==> config.mk <==
export PLATFORM = sky130hd
export DESIGN_NAME = sensor_window_timing
export DESIGN_NICKNAME = d
export VERILOG_FILES = /design/src/include/sensor_pkg.sv /design/src/hdl/sensor_reg_bank.sv /design/src/hdl/sensor_window_timing.sv
export SDC_FILE = /design/constraint.sdc
export NUM_CORES = 1
export LEC_CHECK = 0
export BUFFER_PORTS_ARGS = -buffer_cell sky130_fd_sc_hd__buf_2
export CAP_MARGIN = 20
export CORE_UTILIZATION = 60
export DETAILED_ROUTE_END_ITERATION = 12
export PLACE_DENSITY = 0.76
export SKIP_CTS_REPAIR_TIMING = 1
export SLEW_MARGIN = 15
export SYNTH_ARGS = -nofsm -noshare
export SYNTH_HDL_FRONTEND = slang
export SYNTH_SLANG_ARGS = --single-unit
==> constraint.sdc <==
create_clock -name clk_sys_in -period 13.73 [get_ports clk_sys_in]
set_clock_uncertainty 0.05 [all_clocks]
set_input_delay 2.0595 -clock clk_sys_in [delete_from_list [all_inputs] [get_ports clk_sys_in]]
set_output_delay 2.0595 -clock clk_sys_in [all_outputs]
set_load 0.005 [all_outputs]
==> src/include/sensor_pkg.sv <==
package sensor_pkg;
	// register map: index, serial-bus address and reset value
	localparam int NUM_REGS = 19;
	localparam int IX_MODE  = 0;
	localparam int IX_POWER = 1;
	localparam int IX_ROW_H = 2;
	localparam int IX_ROW_L = 3;
	localparam int IX_COL_H = 4;
	localparam int IX_COL_L = 5;
	localparam int IX_HGT_H = 6;
	localparam int IX_HGT_L = 7;
	localparam int IX_WID_H = 8;
	localparam int IX_WID_L = 9;
	localparam int IX_HBL_H = 10;
	localparam int IX_HBL_L = 11;
	localparam int IX_VBL_H = 12;
	localparam int IX_VBL_L = 13;
	localparam int IX_EXP_H = 14;
	localparam int IX_EXP_M = 15;
	localparam int IX_EXP_L = 16;
	localparam int IX_DIV   = 17;
	localparam int IX_REF   = 18;
	localparam logic [7:0] REG_ADDR [NUM_REGS] = '{8'h01, 8'h02, 8'h10, 8'h11, 8'h12, 8'h13, 8'h14, 8'h15,
		8'h16, 8'h17, 8'h20, 8'h21, 8'h22, 8'h23, 8'h25, 8'h26, 8'h27, 8'h28, 8'h30};
	localparam logic [7:0] REG_RESET [NUM_REGS] = '{8'h04, 8'h08, 8'h00, 8'h06, 8'h00, 8'h06, 8'h01, 8'h2e,
		8'h01, 8'h92, 8'h00, 8'h03, 8'h00, 8'h03, 8'h00, 8'h01, 8'hf4, 8'h00, 8'h38};
	// field positions
	localparam int SOFT_SLEEP_N_BIT = 3;
	localparam int KEEP_ON_BIT      = 2;
	localparam int MONO_BIT         = 1;
	localparam int PIXEL_UNIT_BIT   = 0;
	// timing constants in pixel periods, then divider code limit and converter lane masks
	localparam logic [16:0] LINE_BASE_PIXELS = 17'h0019e;
	localparam logic [16:0] HBLANK_EXTRA     = 17'h0000c;
	localparam logic [3:0]  DIV_MAX_CODE     = 4'hb;
	localparam logic [2:0]  LANES_COLOR      = 3'h7;
	localparam logic [2:0]  LANES_MONO       = 3'h2;
	// serial-bus slave address, arbitrary value
	localparam logic [6:0]  SLAVE_ADDR       = 7'h2a;

	typedef struct packed {
		logic [8:0]  window_first_row;
		logic [8:0]  window_first_column;
		logic [8:0]  window_rows;
		logic [8:0]  window_columns;
		logic [15:0] line_blank;
		logic [15:0] frame_blank;
		logic [23:0] exposure;
		logic        pixel_unit;
	} frame_cfg_t;

	typedef enum logic [2:0] {ST_SLEEP, ST_EXPOSE, ST_VSYNC, ST_HBLANK, ST_ACTIVE} frame_state_t;
	typedef enum logic [2:0] {L_IDLE, L_ADDR, L_AACK, L_REG, L_WRITE, L_WACK, L_READ, L_RACK} link_state_t;

	// mask of low counter bits for a divider code; reserved codes give no division
	function automatic logic [10:0] div_mask(input logic [3:0] code);
		logic [11:0] m;
		m = 12'h000;
		if (code <= DIV_MAX_CODE) begin
			m = (12'h001 << code) - 12'h001;
		end
		return m[10:0];
	endfunction
endpackage
==> src/hdl/sensor_reg_bank.sv <==
`timescale 1ns/1ps
module sensor_reg_bank (
	input  wire logic                                     clk_in,
	input  wire logic                                     rst_n_in,
	input  wire logic                                     wr_en_in,
	input  wire logic [7:0]                               wr_addr_in,
	input  wire logic [7:0]                               wr_data_in,
	input  wire logic [7:0]                               rd_addr_in,
	output logic      [7:0]                               rd_data_out,
	output logic      [sensor_pkg::NUM_REGS-1:0][7:0]     bytes_out
);
	// byte storage; unmapped writes are dropped
	always_ff @(posedge clk_in or negedge rst_n_in) begin
		if (!rst_n_in) begin
			// exposure bytes reset to 500 lines
			for (int i = 0; i < sensor_pkg::NUM_REGS; i++) begin
				bytes_out[i] <= sensor_pkg::REG_RESET[i];
			end
		end else if (wr_en_in) begin
			for (int i = 0; i < sensor_pkg::NUM_REGS; i++) begin
				if (wr_addr_in == sensor_pkg::REG_ADDR[i]) begin
					bytes_out[i] <= wr_data_in;
				end
			end
		end
	end

	// registered read; unmapped addresses read zero
	always_ff @(posedge clk_in or negedge rst_n_in) begin
		if (!rst_n_in) begin
			rd_data_out <= 8'h00;
		end else begin
			rd_data_out <= 8'h00;
			for (int i = 0; i < sensor_pkg::NUM_REGS; i++) begin
				if (rd_addr_in == sensor_pkg::REG_ADDR[i]) begin
					rd_data_out <= bytes_out[i];
				end
			end
		end
	end
endmodule

==> src/hdl/sensor_window_timing.sv <==
`timescale 1ns/1ps
// Contract
// - active-high software sleep bit, reset 1, stops the sequencer like the enable pin low but leaves digital power on.
// - while asleep, converter keep-on bit decides whether converters stay powered.
// - digital block powers down whenever the enable pin is low.
// - colour bit 0 uses three converters; 1 uses one converter, green gain only.
// - first row held in a byte pair, reset 6; software keeps it 6..306.
// - first column held in a byte pair, reset 6; software keeps it 6..406.
// - last row equals first row plus window rows minus one; rows reset 0x012e.
// - last column equals first column plus columns minus one; reset 0x0192.
// - hsync low between lines for line blank plus twelve pixel periods.
// - vsync active for frame blank pixel periods; reset 3.
// - line unit uses middle and low exposure bytes; pixel unit uses all three.
// - exposure registers reset to 500 lines.
// - digital clock divided by 2 to the divider code up to 11, code 0 and codes 12..15 undivided.
// - reference level register, reset 0x38, sets the conversion start level.
// - exposure is count pixels, or count times (414 plus hsync low) pixels.
// - exposure unit bit 0 selects lines, 1 selects pixel periods.
module sensor_window_timing (
	input  wire logic       clk_sys_in,
	input  wire logic       reset_n_in,
	input  wire logic       enable_in,
	input  wire logic       scl_in,
	input  wire logic       sda_in,
	output logic            sda_out,
	output logic            sda_oe_out,
	output logic            hsync_out,
	output logic            vsync_out,
	output logic [8:0]      row_addr_out,
	output logic [8:0]      col_addr_out,
	output logic            exposing_out,
	output logic            digital_pd_out,
	output logic            converter_on_out,
	output logic [2:0]      adc_lanes_out,
	output logic [5:0]      ref_level_out
);
	logic                                     rst_meta_ff;
	logic                                     rst_sync_ff;
	logic                                     scl_ff;
	logic                                     sda_ff;
	sensor_pkg::link_state_t                  link_ff;
	logic [3:0]                               bits_ff;
	logic [7:0]                               shift_ff;
	logic [7:0]                               out_ff;
	logic [7:0]                               ptr_ff;
	logic                                     rw_ff;
	logic                                     sda_oe_ff;
	logic                                     wr_en_ff;
	logic [7:0]                               wr_addr_ff;
	logic [7:0]                               wr_data_ff;
	logic [7:0]                               rd_data;
	logic [sensor_pkg::NUM_REGS-1:0][7:0]     regs;
	sensor_pkg::frame_cfg_t                   live_cfg;
	sensor_pkg::frame_cfg_t                   cfg_ff;
	sensor_pkg::frame_state_t                 state_ff;
	logic [10:0]                              div_ff;
	logic                                     tick;
	logic                                     awake;
	logic [16:0]                              cnt_ff;
	logic [23:0]                              units_ff;
	logic [8:0]                               row_ff;
	logic [8:0]                               col_ff;
	logic [16:0]                              hblank_len;
	logic [16:0]                              line_len;
	logic [23:0]                              exp_target;
	logic [8:0]                               last_row;
	logic [8:0]                               last_col;
	logic [8:0]                               col_now;
	logic [8:0]                               row_now;
	logic                                     frame_start;
	logic                                     hsync_ff;
	logic                                     vsync_ff;
	logic [8:0]                               row_addr_ff;
	logic [8:0]                               col_addr_ff;
	logic                                     exposing_ff;
	logic                                     digital_pd_ff;
	logic                                     converter_on_ff;
	logic [2:0]                               adc_lanes_ff;
	logic [5:0]                               ref_level_ff;

	// reset release through two flops
	always_ff @(posedge clk_sys_in or negedge reset_n_in) begin
		if (!reset_n_in) begin
			rst_meta_ff <= 1'b0;
			rst_sync_ff <= 1'b0;
		end else begin
			rst_meta_ff <= 1'b1;
			rst_sync_ff <= rst_meta_ff;
		end
	end

	// serial bus line history for edge and start/stop detection
	always_ff @(posedge clk_sys_in or negedge rst_sync_ff) begin
		if (!rst_sync_ff) begin
			scl_ff <= 1'b1;
			sda_ff <= 1'b1;
		end else begin
			scl_ff <= scl_in;
			sda_ff <= sda_in;
		end
	end

	// serial bus slave: address, register pointer, auto-incrementing data bytes
	always_ff @(posedge clk_sys_in or negedge rst_sync_ff) begin
		if (!rst_sync_ff) begin
			link_ff    <= sensor_pkg::L_IDLE;
			bits_ff    <= 4'h0;
			shift_ff   <= 8'h00;
			out_ff     <= 8'h00;
			ptr_ff     <= 8'h00;
			rw_ff      <= 1'b0;
			sda_oe_ff  <= 1'b0;
			wr_en_ff   <= 1'b0;
			wr_addr_ff <= 8'h00;
			wr_data_ff <= 8'h00;
		end else begin
			wr_en_ff <= 1'b0;
			if (scl_ff && scl_in && sda_ff && !sda_in) begin
				link_ff   <= sensor_pkg::L_ADDR;
				bits_ff   <= 4'h0;
				sda_oe_ff <= 1'b0;
			end else if (scl_ff && scl_in && !sda_ff && sda_in) begin
				link_ff   <= sensor_pkg::L_IDLE;
				sda_oe_ff <= 1'b0;
			end else if (!scl_ff && scl_in) begin
				case (link_ff)
					sensor_pkg::L_ADDR, sensor_pkg::L_REG, sensor_pkg::L_WRITE: begin
						shift_ff <= {shift_ff[6:0], sda_in};
						bits_ff  <= bits_ff + 4'h1;
					end
					sensor_pkg::L_RACK: begin
						if (sda_in) begin
							link_ff <= sensor_pkg::L_IDLE;
						end
					end
					default: begin
					end
				endcase
			end else if (scl_ff && !scl_in) begin
				case (link_ff)
					sensor_pkg::L_ADDR: begin
						if (bits_ff == 4'h8) begin
							if (shift_ff[7:1] == sensor_pkg::SLAVE_ADDR) begin
								rw_ff     <= shift_ff[0];
								sda_oe_ff <= 1'b1;
								link_ff   <= sensor_pkg::L_AACK;
							end else begin
								link_ff <= sensor_pkg::L_IDLE;
							end
						end
					end
					sensor_pkg::L_AACK, sensor_pkg::L_RACK: begin
						if (rw_ff) begin
							out_ff    <= rd_data;
							sda_oe_ff <= ~rd_data[7];
							bits_ff   <= 4'h1;
							link_ff   <= sensor_pkg::L_READ;
						end else begin
							sda_oe_ff <= 1'b0;
							bits_ff   <= 4'h0;
							link_ff   <= sensor_pkg::L_REG;
						end
					end
					sensor_pkg::L_REG: begin
						if (bits_ff == 4'h8) begin
							ptr_ff    <= shift_ff;
							sda_oe_ff <= 1'b1;
							link_ff   <= sensor_pkg::L_WACK;
						end
					end
					sensor_pkg::L_WRITE: begin
						if (bits_ff == 4'h8) begin
							wr_en_ff   <= 1'b1;
							wr_addr_ff <= ptr_ff;
							wr_data_ff <= shift_ff;
							ptr_ff     <= ptr_ff + 8'h01;
							sda_oe_ff  <= 1'b1;
							link_ff    <= sensor_pkg::L_WACK;
						end
					end
					sensor_pkg::L_WACK: begin
						sda_oe_ff <= 1'b0;
						bits_ff   <= 4'h0;
						link_ff   <= sensor_pkg::L_WRITE;
					end
					sensor_pkg::L_READ: begin
						if (bits_ff == 4'h8) begin
							sda_oe_ff <= 1'b0;
							ptr_ff    <= ptr_ff + 8'h01;
							link_ff   <= sensor_pkg::L_RACK;
						end else begin
							out_ff    <= {out_ff[6:0], 1'b0};
							sda_oe_ff <= ~out_ff[6];
							bits_ff   <= bits_ff + 4'h1;
						end
					end
					default: begin
					end
				endcase
			end
		end
	end

	sensor_reg_bank u_regs (
		.clk_in      (clk_sys_in),
		.rst_n_in    (rst_sync_ff),
		.wr_en_in    (wr_en_ff),
		.wr_addr_in  (wr_addr_ff),
		.wr_data_in  (wr_data_ff),
		.rd_addr_in  (ptr_ff),
		.rd_data_out (rd_data),
		.bytes_out   (regs)
	);

	always_comb begin
		live_cfg.window_first_row    = {regs[sensor_pkg::IX_ROW_H][0], regs[sensor_pkg::IX_ROW_L]};
		live_cfg.window_first_column = {regs[sensor_pkg::IX_COL_H][0], regs[sensor_pkg::IX_COL_L]};
		live_cfg.window_rows         = {regs[sensor_pkg::IX_HGT_H][0], regs[sensor_pkg::IX_HGT_L]};
		live_cfg.window_columns      = {regs[sensor_pkg::IX_WID_H][0], regs[sensor_pkg::IX_WID_L]};
		live_cfg.line_blank          = {regs[sensor_pkg::IX_HBL_H], regs[sensor_pkg::IX_HBL_L]};
		live_cfg.frame_blank         = {regs[sensor_pkg::IX_VBL_H], regs[sensor_pkg::IX_VBL_L]};
		live_cfg.exposure            = {regs[sensor_pkg::IX_EXP_H], regs[sensor_pkg::IX_EXP_M],
			regs[sensor_pkg::IX_EXP_L]};
		live_cfg.pixel_unit          = regs[sensor_pkg::IX_MODE][sensor_pkg::PIXEL_UNIT_BIT];
	end

	// enable pin and soft sleep bit act alike for sequencer and converters; only the pin powers digital down
	assign awake = enable_in && !regs[sensor_pkg::IX_POWER][sensor_pkg::SOFT_SLEEP_N_BIT];

	always_ff @(posedge clk_sys_in or negedge rst_sync_ff) begin
		if (!rst_sync_ff) begin
			div_ff <= 11'h000;
		end else begin
			div_ff <= tick ? 11'h000 : div_ff + 11'h001;
		end
	end
	assign tick = (div_ff & sensor_pkg::div_mask(regs[sensor_pkg::IX_DIV][3:0])) ==
		sensor_pkg::div_mask(regs[sensor_pkg::IX_DIV][3:0]);

	// hsync low length; line length for exposure
	assign hblank_len = {1'b0, cfg_ff.line_blank} + sensor_pkg::HBLANK_EXTRA;
	assign line_len   = sensor_pkg::LINE_BASE_PIXELS + hblank_len;
	// unit selects which exposure bytes count
	assign exp_target = cfg_ff.pixel_unit ? cfg_ff.exposure : {8'h00, cfg_ff.exposure[15:0]};
	assign last_row   = 9'(cfg_ff.window_first_row + cfg_ff.window_rows - 9'h001);
	assign last_col   = 9'(cfg_ff.window_first_column + cfg_ff.window_columns - 9'h001);
	// pixel being read now; the address outputs show it one clock later
	assign col_now     = 9'(cfg_ff.window_first_column + col_ff);
	assign row_now     = 9'(cfg_ff.window_first_row + row_ff);
	assign frame_start = tick && ((state_ff == sensor_pkg::ST_SLEEP && awake) ||
		(state_ff == sensor_pkg::ST_ACTIVE && col_now == last_col && row_now == last_row));

	// settings taken together at frame start
	always_ff @(posedge clk_sys_in or negedge rst_sync_ff) begin
		if (!rst_sync_ff) begin
			cfg_ff <= '0;
		end else if (frame_start) begin
			cfg_ff <= live_cfg;
		end
	end

	// frame sequencer: exposure, vsync, then lines of blank and active pixels
	always_ff @(posedge clk_sys_in or negedge rst_sync_ff) begin
		if (!rst_sync_ff) begin
			state_ff <= sensor_pkg::ST_SLEEP;
			cnt_ff   <= 17'h00000;
			units_ff <= 24'h000000;
			row_ff   <= 9'h000;
			col_ff   <= 9'h000;
		end else if (!awake) begin
			state_ff <= sensor_pkg::ST_SLEEP;
		end else if (frame_start) begin
			state_ff <= sensor_pkg::ST_EXPOSE;
			cnt_ff   <= 17'h00000;
			units_ff <= 24'h000000;
		end else if (tick) begin
			case (state_ff)
				sensor_pkg::ST_EXPOSE: begin
					// count pixel periods or whole lines
					if (units_ff >= exp_target || (units_ff + 24'h000001 == exp_target &&
						(cfg_ff.pixel_unit || cnt_ff == line_len - 17'h00001))) begin
						state_ff <= sensor_pkg::ST_VSYNC;
						cnt_ff   <= 17'h00001;
					end else if (cfg_ff.pixel_unit || cnt_ff == line_len - 17'h00001) begin
						units_ff <= units_ff + 24'h000001;
						cnt_ff   <= 17'h00000;
					end else begin
						cnt_ff <= cnt_ff + 17'h00001;
					end
				end
				sensor_pkg::ST_VSYNC: begin
					if (cnt_ff >= {1'b0, cfg_ff.frame_blank}) begin
						state_ff <= sensor_pkg::ST_HBLANK;
						cnt_ff   <= 17'h00001;
						row_ff   <= 9'h000;
					end else begin
						cnt_ff <= cnt_ff + 17'h00001;
					end
				end
				sensor_pkg::ST_HBLANK: begin
					if (cnt_ff == hblank_len) begin
						state_ff <= sensor_pkg::ST_ACTIVE;
						col_ff   <= 9'h000;
					end else begin
						cnt_ff <= cnt_ff + 17'h00001;
					end
				end
				sensor_pkg::ST_ACTIVE: begin
					if (col_now == last_col) begin
						state_ff <= sensor_pkg::ST_HBLANK;
						cnt_ff   <= 17'h00001;
						row_ff   <= row_ff + 9'h001;
					end else begin
						col_ff <= col_ff + 9'h001;
					end
				end
				default: begin
					state_ff <= sensor_pkg::ST_SLEEP;
				end
			endcase
		end
	end

	// pixel address outputs
	always_ff @(posedge clk_sys_in or negedge rst_sync_ff) begin
		if (!rst_sync_ff) begin
			row_addr_ff <= 9'h000;
			col_addr_ff <= 9'h000;
		end else begin
			row_addr_ff <= row_now;
			col_addr_ff <= col_now;
		end
	end

	// sync, power and converter outputs
	always_ff @(posedge clk_sys_in or negedge rst_sync_ff) begin
		if (!rst_sync_ff) begin
			hsync_ff        <= 1'b0;
			vsync_ff        <= 1'b0;
			exposing_ff     <= 1'b0;
			digital_pd_ff   <= 1'b1;
			converter_on_ff <= 1'b0;
			adc_lanes_ff    <= 3'h0;
			ref_level_ff    <= 6'h00;
		end else begin
			hsync_ff      <= state_ff == sensor_pkg::ST_ACTIVE;
			vsync_ff      <= state_ff == sensor_pkg::ST_VSYNC;
			exposing_ff   <= state_ff == sensor_pkg::ST_EXPOSE;
			// pin low forces digital power down
			digital_pd_ff <= !enable_in;
			// converters kept on while asleep only if asked
			converter_on_ff <= awake || regs[sensor_pkg::IX_POWER][sensor_pkg::KEEP_ON_BIT];
			// three lanes for colour, one for mono
			adc_lanes_ff  <= regs[sensor_pkg::IX_POWER][sensor_pkg::MONO_BIT] ?
				sensor_pkg::LANES_MONO : sensor_pkg::LANES_COLOR;
			ref_level_ff  <= regs[sensor_pkg::IX_REF][5:0];
		end
	end

	assign sda_out          = 1'b0;
	assign sda_oe_out       = sda_oe_ff;
	assign hsync_out        = hsync_ff;
	assign vsync_out        = vsync_ff;
	assign row_addr_out     = row_addr_ff;
	assign col_addr_out     = col_addr_ff;
	assign exposing_out     = exposing_ff;
	assign digital_pd_out   = digital_pd_ff;
	assign converter_on_out = converter_on_ff;
	assign adc_lanes_out    = adc_lanes_ff;
	assign ref_level_out    = ref_level_ff;

	chk_sleep_pin_bit: assert property (@(posedge clk_sys_in) disable iff (!rst_sync_ff)
		!awake |=> state_ff == sensor_pkg::ST_SLEEP) else $error("sleep not entered");
	chk_converter_power: assert property (@(posedge clk_sys_in) disable iff (!rst_sync_ff)
		(!awake && !regs[sensor_pkg::IX_POWER][sensor_pkg::KEEP_ON_BIT]) |=> !converter_on_out)
		else $error("converter left on");
	chk_digital_pd: assert property (@(posedge clk_sys_in) disable iff (!rst_sync_ff)
		!enable_in |=> digital_pd_out ##1 !hsync_out) else $error("digital not down");
	chk_mono_lanes: assert property (@(posedge clk_sys_in) disable iff (!rst_sync_ff)
		regs[sensor_pkg::IX_POWER][sensor_pkg::MONO_BIT] |=> adc_lanes_out == 3'h2)
		else $error("mono lanes wrong");
	chk_hblank_len: assert property (@(posedge clk_sys_in) disable iff (!rst_sync_ff)
		(awake && tick && state_ff == sensor_pkg::ST_HBLANK && cnt_ff != hblank_len) |=>
		state_ff == sensor_pkg::ST_HBLANK || !awake) else $error("hsync low too short");
	chk_vsync_source: assert property (@(posedge clk_sys_in) disable iff (!rst_sync_ff)
		$rose(vsync_out) |-> $past(state_ff) == sensor_pkg::ST_VSYNC) else $error("vsync misplaced");
	chk_row_end: assert property (@(posedge clk_sys_in) disable iff (!rst_sync_ff)
		(awake && tick && state_ff == sensor_pkg::ST_ACTIVE && col_now == last_col
		&& row_now == last_row) |=> state_ff == sensor_pkg::ST_EXPOSE) else $error("frame end missed");
	chk_cfg_stable: assert property (@(posedge clk_sys_in) disable iff (!rst_sync_ff)
		!frame_start |=> $stable(cfg_ff)) else $error("settings changed mid frame");
	chk_undivided: assert property (@(posedge clk_sys_in) disable iff (!rst_sync_ff)
		regs[sensor_pkg::IX_DIV][3:0] == 4'h0 && $past(regs[sensor_pkg::IX_DIV][3:0]) == 4'h0 |-> tick)
		else $error("code zero divided");
endmodule

Yosys cells after proc, flatten, opt, wreduce, memory -nomap -nowiden
Cells that the tools add are included.

operators by class
  $add $sub $neg = 17
  $lt $le $gt $ge = 3
  reductions and logical operators = 74
  shift operators = 1
  mux-type cells = 92
  bitwise operators = 7
  equal/unequal tests = 85

operators by type and width
  cell                                                                    count
  8-bit 2-to-1 mux                                                        21
  8-bit by 6-bit equality test with 1-bit output (second input constant)  18
  24-bit 2-to-1 mux                                                       6
  8-bit by 5-bit equality test with 1-bit output (second input constant)  16
  17-bit 2-to-1 mux                                                       7
  17-bit case mux with 4 select lines                                     1
  3-bit 2-to-1 mux                                                        18
  2-bit AND reduction                                                     19
  9-bit adder                                                             4
  9-bit 2-to-1 mux                                                        4
  9-bit case mux with 2 select lines                                      2
  17-bit equality test                                                    2
  4-bit != test (second input constant)                                   7
  7-bit AND reduction                                                     4
  24-bit by 1-bit adder with 24-bit output (second input constant)        1
  24-bit equality test                                                    1
  24-bit >= comparator                                                    1
  4-bit 2-to-1 mux                                                        6
  6-bit AND reduction                                                     4
  11-bit 2-to-1 mux                                                       2
  5-bit AND reduction                                                     4
  9-bit by 1-bit adder with 9-bit output (second input constant)          2
  9-bit equality test                                                     2
  9-bit by 1-bit subtractor with 9-bit output (second input constant)     2
  other kinds (51)                                                        125

word-level totals
  output and inout port bits = 34
  word-level logic and storage cells = 336
  bits in registers = 411
  input bits = 5

Depth between registers and ports, before layout
  depth in word-level cells = 20
  gate-level depth with buffers = 17
  mapped depth without buffers = 15

Cells and area by module
Synthesis repeated with hierarchy kept, for this count alone.

second synthesis, totals
  cells, all modules = 2553
  area, all modules = 24423.4 um2

modules (own cells, without submodules)
  module                sequential area each (um2)  times used  area an instance (um2)  cells each
  sensor_window_timing  6259.8                      1           16383.2                 1868
  sensor_reg_bank       4038.9                      1           8040.2                  685

Worst setup path after synthesis
No wires, ideal clock.

  path type = reg-to-reg
  start point = register cfg_ff[76] in the netlist's numbering
  end point = register row_ff[5]
  path buffers = 1
  clock period less this slack = 3.801 ns
  setup time = 0.104 ns
  cell stages (with the launch flop) = 17
  data arrival time = 3.648 ns
  required time = 13.576 ns
  setup slack = 9.929 ns
  cell sequence = dfrtp_1 > inv_1 > ha_1 > inv_1 > ha_1 > fa_1 > a211oi_1 > o21ai_0 > a21oi_1 > xnor3_1 > nand4_2 > nor4b_2 > o21ai_2 > or4b_1 > or2_1 > buf_2 > o41ai_2

on the way
  word-level cells in the longest chain between the ends = 9
  elaborated cells on any way between the ends = 11
  those cells by class = 3 x add/sub; 2 x eq/ne; 1 x bitwise; 5 x reduce/logical

RTL lines
  what                                         RTL line                                                  RTL
  start: declaration                           sensor_window_timing.sv:54                                sensor_pkg::frame_cfg_t cfg_ff;
  start signal: assignment                     sensor_window_timing.sv:258                               cfg_ff <= live_cfg;
  9-bit adder                                  sensor_window_timing.sv:246                               assign last_col = 9'(cfg_ff.window_first_column + cfg_ff.window_columns - 9'h001);
  9-bit by 1-bit subtractor with 9-bit output  sensor_window_timing.sv:246
  9-bit equality test (*)                      sensor_window_timing.sv:251, sensor_window_timing.sv:309
  1-bit logical AND (2 in a row)               sensor_window_timing.sv:251                               (state_ff == sensor_pkg::ST_ACTIVE && col_now == last_col && row_now == last_row));
  1-bit logical OR                             sensor_window_timing.sv:250                               assign frame_start = tick && ((state_ff == sensor_pkg::ST_SLEEP && awake) ||
  1-bit logical AND                            sensor_window_timing.sv:250
  1-bit inverter (no source line)              -
  6-bit AND reduction (no source line) (*)     -
  end signal: assignment                       sensor_window_timing.sv:312                               row_ff <= row_ff + 9'h001;
  end: declaration                             sensor_window_timing.sv:61                                logic [8:0] row_ff;

Every way passes the cells marked *; elsewhere a longest branch is shown, timed or not.
A chain may end at the register's enable or synchronous reset.

Final worst setup path
  start point = register u_regs.bytes_out[139] in the netlist's numbering
  end point = register row_ff[5]

on the way
  word-level cells in the longest chain between the ends = 8
  elaborated cells on any way between the ends = 9
  those cells by class = 1 x add/sub; 1 x order compare; 1 x eq/ne; 1 x shift; 1 x mux; 2 x bitwise; 2 x reduce/logical

RTL lines
  what                                           RTL line                     RTL
  start: declaration                             sensor_reg_bank.sv:10        output logic [sensor_pkg::NUM_REGS-1:0][7:0] bytes_out
  start signal: indexed assignment               sensor_reg_bank.sv:17        bytes_out[i] <= sensor_pkg::REG_RESET[i];
  start signal: indexed assignment               sensor_reg_bank.sv:22        bytes_out[i] <= wr_data_in;
  1-bit by 4-bit left shift with 11-bit output   sensor_pkg.sv:60             m = (12'h001 << code) - 12'h001;
  11-bit by 1-bit subtractor with 11-bit output  sensor_pkg.sv:60
  11-bit 2-to-1 mux (*)                          sensor_pkg.sv:59             if (code <= DIV_MAX_CODE) begin
  11-bit AND                                     sensor_window_timing.sv:237  assign tick = (div_ff & sensor_pkg::div_mask(regs[sensor_pkg::IX_DIV][3:0])) ==
  11-bit equality test (*)                       sensor_window_timing.sv:237
  1-bit logical AND                              sensor_window_timing.sv:250
  1-bit inverter (no source line)                -
  6-bit AND reduction (no source line) (*)       -

Marked as above.

==> key figures <==
Status
  – Status: finished, final reports clean

Timing
  – Setup_tns: 0 ns
  – Period utilization: 39.38%
  – Max frequency: 0.1850 GHz
  – Clock period minus final worst setup slack: 5.407 ns
  – Final worst slack: 8.323 ns
  – Final setup fails: 0
  – RSZ-0062 raised after global routing: no
  – Final Hold Viols: 0
  – Slew Limit Fails: 0
  – Worst hold margin: 0.3020 ns
  – Measured slew at the worst slew-check pin: 1.051 ns
  – Slew HR: 29.91%

Yosys
  – Share of Yosys cell area claimed by the top area cell type: 39.48%
  – Cell accounting for the most synthesized area: dfrtp_1
  – Mean area per synthesized cell: 10.08 um^2
  – Main synth FF type: dfrtp_1
  – Gate count of the mapped netlist: 2383
  – Library cells used by synthesis: 108
  – Async set-reset flop share out of synthesis: 100.0%
  – Syn. warnings: 0
  – Synth top area cells: dfrtp_1, mux2_2, ha_1, dfstp_2, nand2_1
  – Cell Area, Synth: 24020 um^2
  – Post-synth EDFFs: 0
  – Seq cells post-synth: 410
  – Post-synthesis sequential area ratio: 42.87%

CTS
  – Clock Path Buffers: 3
  – Clock latency on the worst-skew pair: 0.59 ns
  – Reg clk slew, reported paths: 0.06 ns
  – CTS tree: done
  – # clock sinks: 410
  – TritonCTS buffer count: 46
  – Htree depth: 2
  – Root buffer cell: clkbuf_16

Power
  – Total power: 2.998 mW
  – Max IR drop VDD: 0.0001071 V
  – Leak: 12.18 nW
  – Pwr Density: 115.1 nW/um^2

Global route
  – Vias in the first global route: 18170
  – Met1 GRT Util: 44.69%
  – Antenna violations before repair: 2
  – Met3 usage: 5.676%
  – GRT Util Overall: 31.11%
  – Pin count of the biggest net entering global routing: 183
  – Busiest layer in global routing: met2
  – GRT Residual Overflow: 0
  – Grt met2 use: 47.42%
  – First-pass GRT wire length: 100400 um

Floorplanning
  – Initial Util: 61.44%
  – CORE AREA: 39100 um^2
  – Die height: 202.1 um
  – Horiz. Die Dim: 202.1 um
  – Boundary pin count: 39
  – Die area: 40840 um^2
  – # rows: 72

Routing
  – Vias: 18760
  – Number of remaining DRC errors: 0
  – Drt pass-1 iters: 5
  – Via-to-Cell Ratio: 6.430
  – Post-Route WL: 62410 um
  – Wire length per cell: 21.39 um
  – Post-route ant nets: 0
  – Initial DRC count: 1852

Critical path
  – RR Startpoint: u_regs.bytes_out[139]
  – R2R depth: 13
  – Flop-to-flop setup slack: 8.32 ns
  – Critical Path RT: 14.15 ns
  – Reg-to-reg endpoint: row_ff[5]
  – Slowest stage delay, CP: 0.70 ns
  – Worst-path fanout max: 27
  – CP cell instances: nor2_1 > nand2_1 > ha_1 > nand2_1 > o32ai_1 > a2111oi_2 > a22oi_1 > nand2_1 > o21ai_4 > buf_16 > or4b_1 > or2_1 > o41ai_2
  – Worst Path Arrival: 5.82 ns
  – Setup crit start kind: flip-flop
  – Critical path capture point type: flip-flop
  – Kind of critical path: reg2reg
  – Crit path top cell by count: nand2_1
  – Slowest CP cell: dfrtp_1

Final layout
  – Commonest non-fill, non-tap cell in the layout: dfrtp_1
  – Post-layout nets: 2472
  – Area grow syn2layout: 8.432%
  – Layout cells sized above 1: 18.14%
  – Commonest cells after routing, fill and taps aside: dfrtp_1, mux2_2, nand2_1

Hold path
  – Hold Path Class: reg2async

Placement
  – Pre-CTS setup slack: 8.401 ns
  – Final Wtd Congestion: 0.9296
  – DP HPWL: 44870 um
  – Input/output buffers: 37

Job
  – Max_cap viols: 0
==> power breakdown <==
part | leakage, nW | internal, mW | switching (mW)
Combinational | 5.87 | 0.161 | 0.217
Sequential | 5.53 | 1.27 | 0.0848
Clock | 0.771 | 0.754 | 0.515
Total | 12.2 | 2.18 | 0.817
==> final cells by class <==
class                   instances  area [um^2]
clock inverters                24        280.3
inverters                     146        548.0
multi-input cells            1703        12650
diodes                          1        2.502
repair buffers                 53        337.8
flip-flops and latches        410        10300
clock buffers                  62         1282
well taps                     518        648.1
fillers                      3053        13050
==> synth_stat cells, drive strengths merged, types with 29 or more instances <==
cell type	n
a31oi	29
dfstp	31
and3	35
nand2	204
a21oi	94
nor2	142
ha	103
xnor2	58
xor2	50
buf	40
nand3	93
inv	145
nand4	37
mux2	259
clkbuf	85
o21ai	122
dfrtp	379
==> worst max path at each step <==
stage,end,startpoint,cells past startpoint,slack (ns)
after floorplan,adc_lanes_out[0],rst_sync_ff,0,1.46
after global placement,row_ff[5],u_regs.bytes_out[137],12,8.52
after detailed placement,row_ff[5],u_regs.bytes_out[139],12,8.40
after CTS,row_ff[5],u_regs.bytes_out[139],12,8.37
after global routing,row_ff[5],u_regs.bytes_out[137],13,8.02
final,row_ff[5],u_regs.bytes_out[139],13,8.32
==> per-stage QoR <==
stage | area, um^2 | utilization [%] | cells
after floorplan | 24030 | - | 2384
after global placement | 24450 | 62.54 | 2829
after detailed placement | 24450 | 62.54 | 2829
after CTS | 26010 | 66.54 | 2915
after global routing | 26050 | 66.62 | 2916
final | 26050 | 66.63 | 2917
==> layer usage <==
metal | wire (um) | share of wire (%)
met1 | 27790 | 45
met4 | 2099 | 3.4
met3 | 4550 | 7.3
met2 | 27970 | 45
met5 | 0 | 0
==> sequential cells by signal (all words and copies together), names as in the netlist, 8 cells and up <==
signal              cells
row_ff                  9
u_regs.bytes_out      152
u_regs.rd_data_out      8
row_addr_out            9
cnt_ff                 17
div_ff                 11
col_ff                  9
units_ff               24
cfg_ff                 93
ptr_ff                  8
wr_addr_ff              8
shift_ff                8
col_addr_out            9
wr_data_ff              8
==> cells by family after synthesis <==
group | share of synthesized area (%)
and+or+nand+nor | 15.16
AOI/OAI and AO/OA | 13.97
DFF | 42.87
muxes | 12.94
buffers and inverters | 4.578
xor gates and xnor gates | 4.755
adders and majority gates | 5.698
other | 0.03126
==> worst max-delay path: cells and delay by family, from the launching register on <==
family / cells / cell delay (ns)
and+or+nand+nor: 6 / 2.09
adders and majority gates: 1 / 0.40
DFF: 1 / 0.70
AOI/OAI and AO/OA: 5 / 1.78
buffers and inverters: 1 / 0.24
Note: power is estimated with default switching activity, not from simulation.
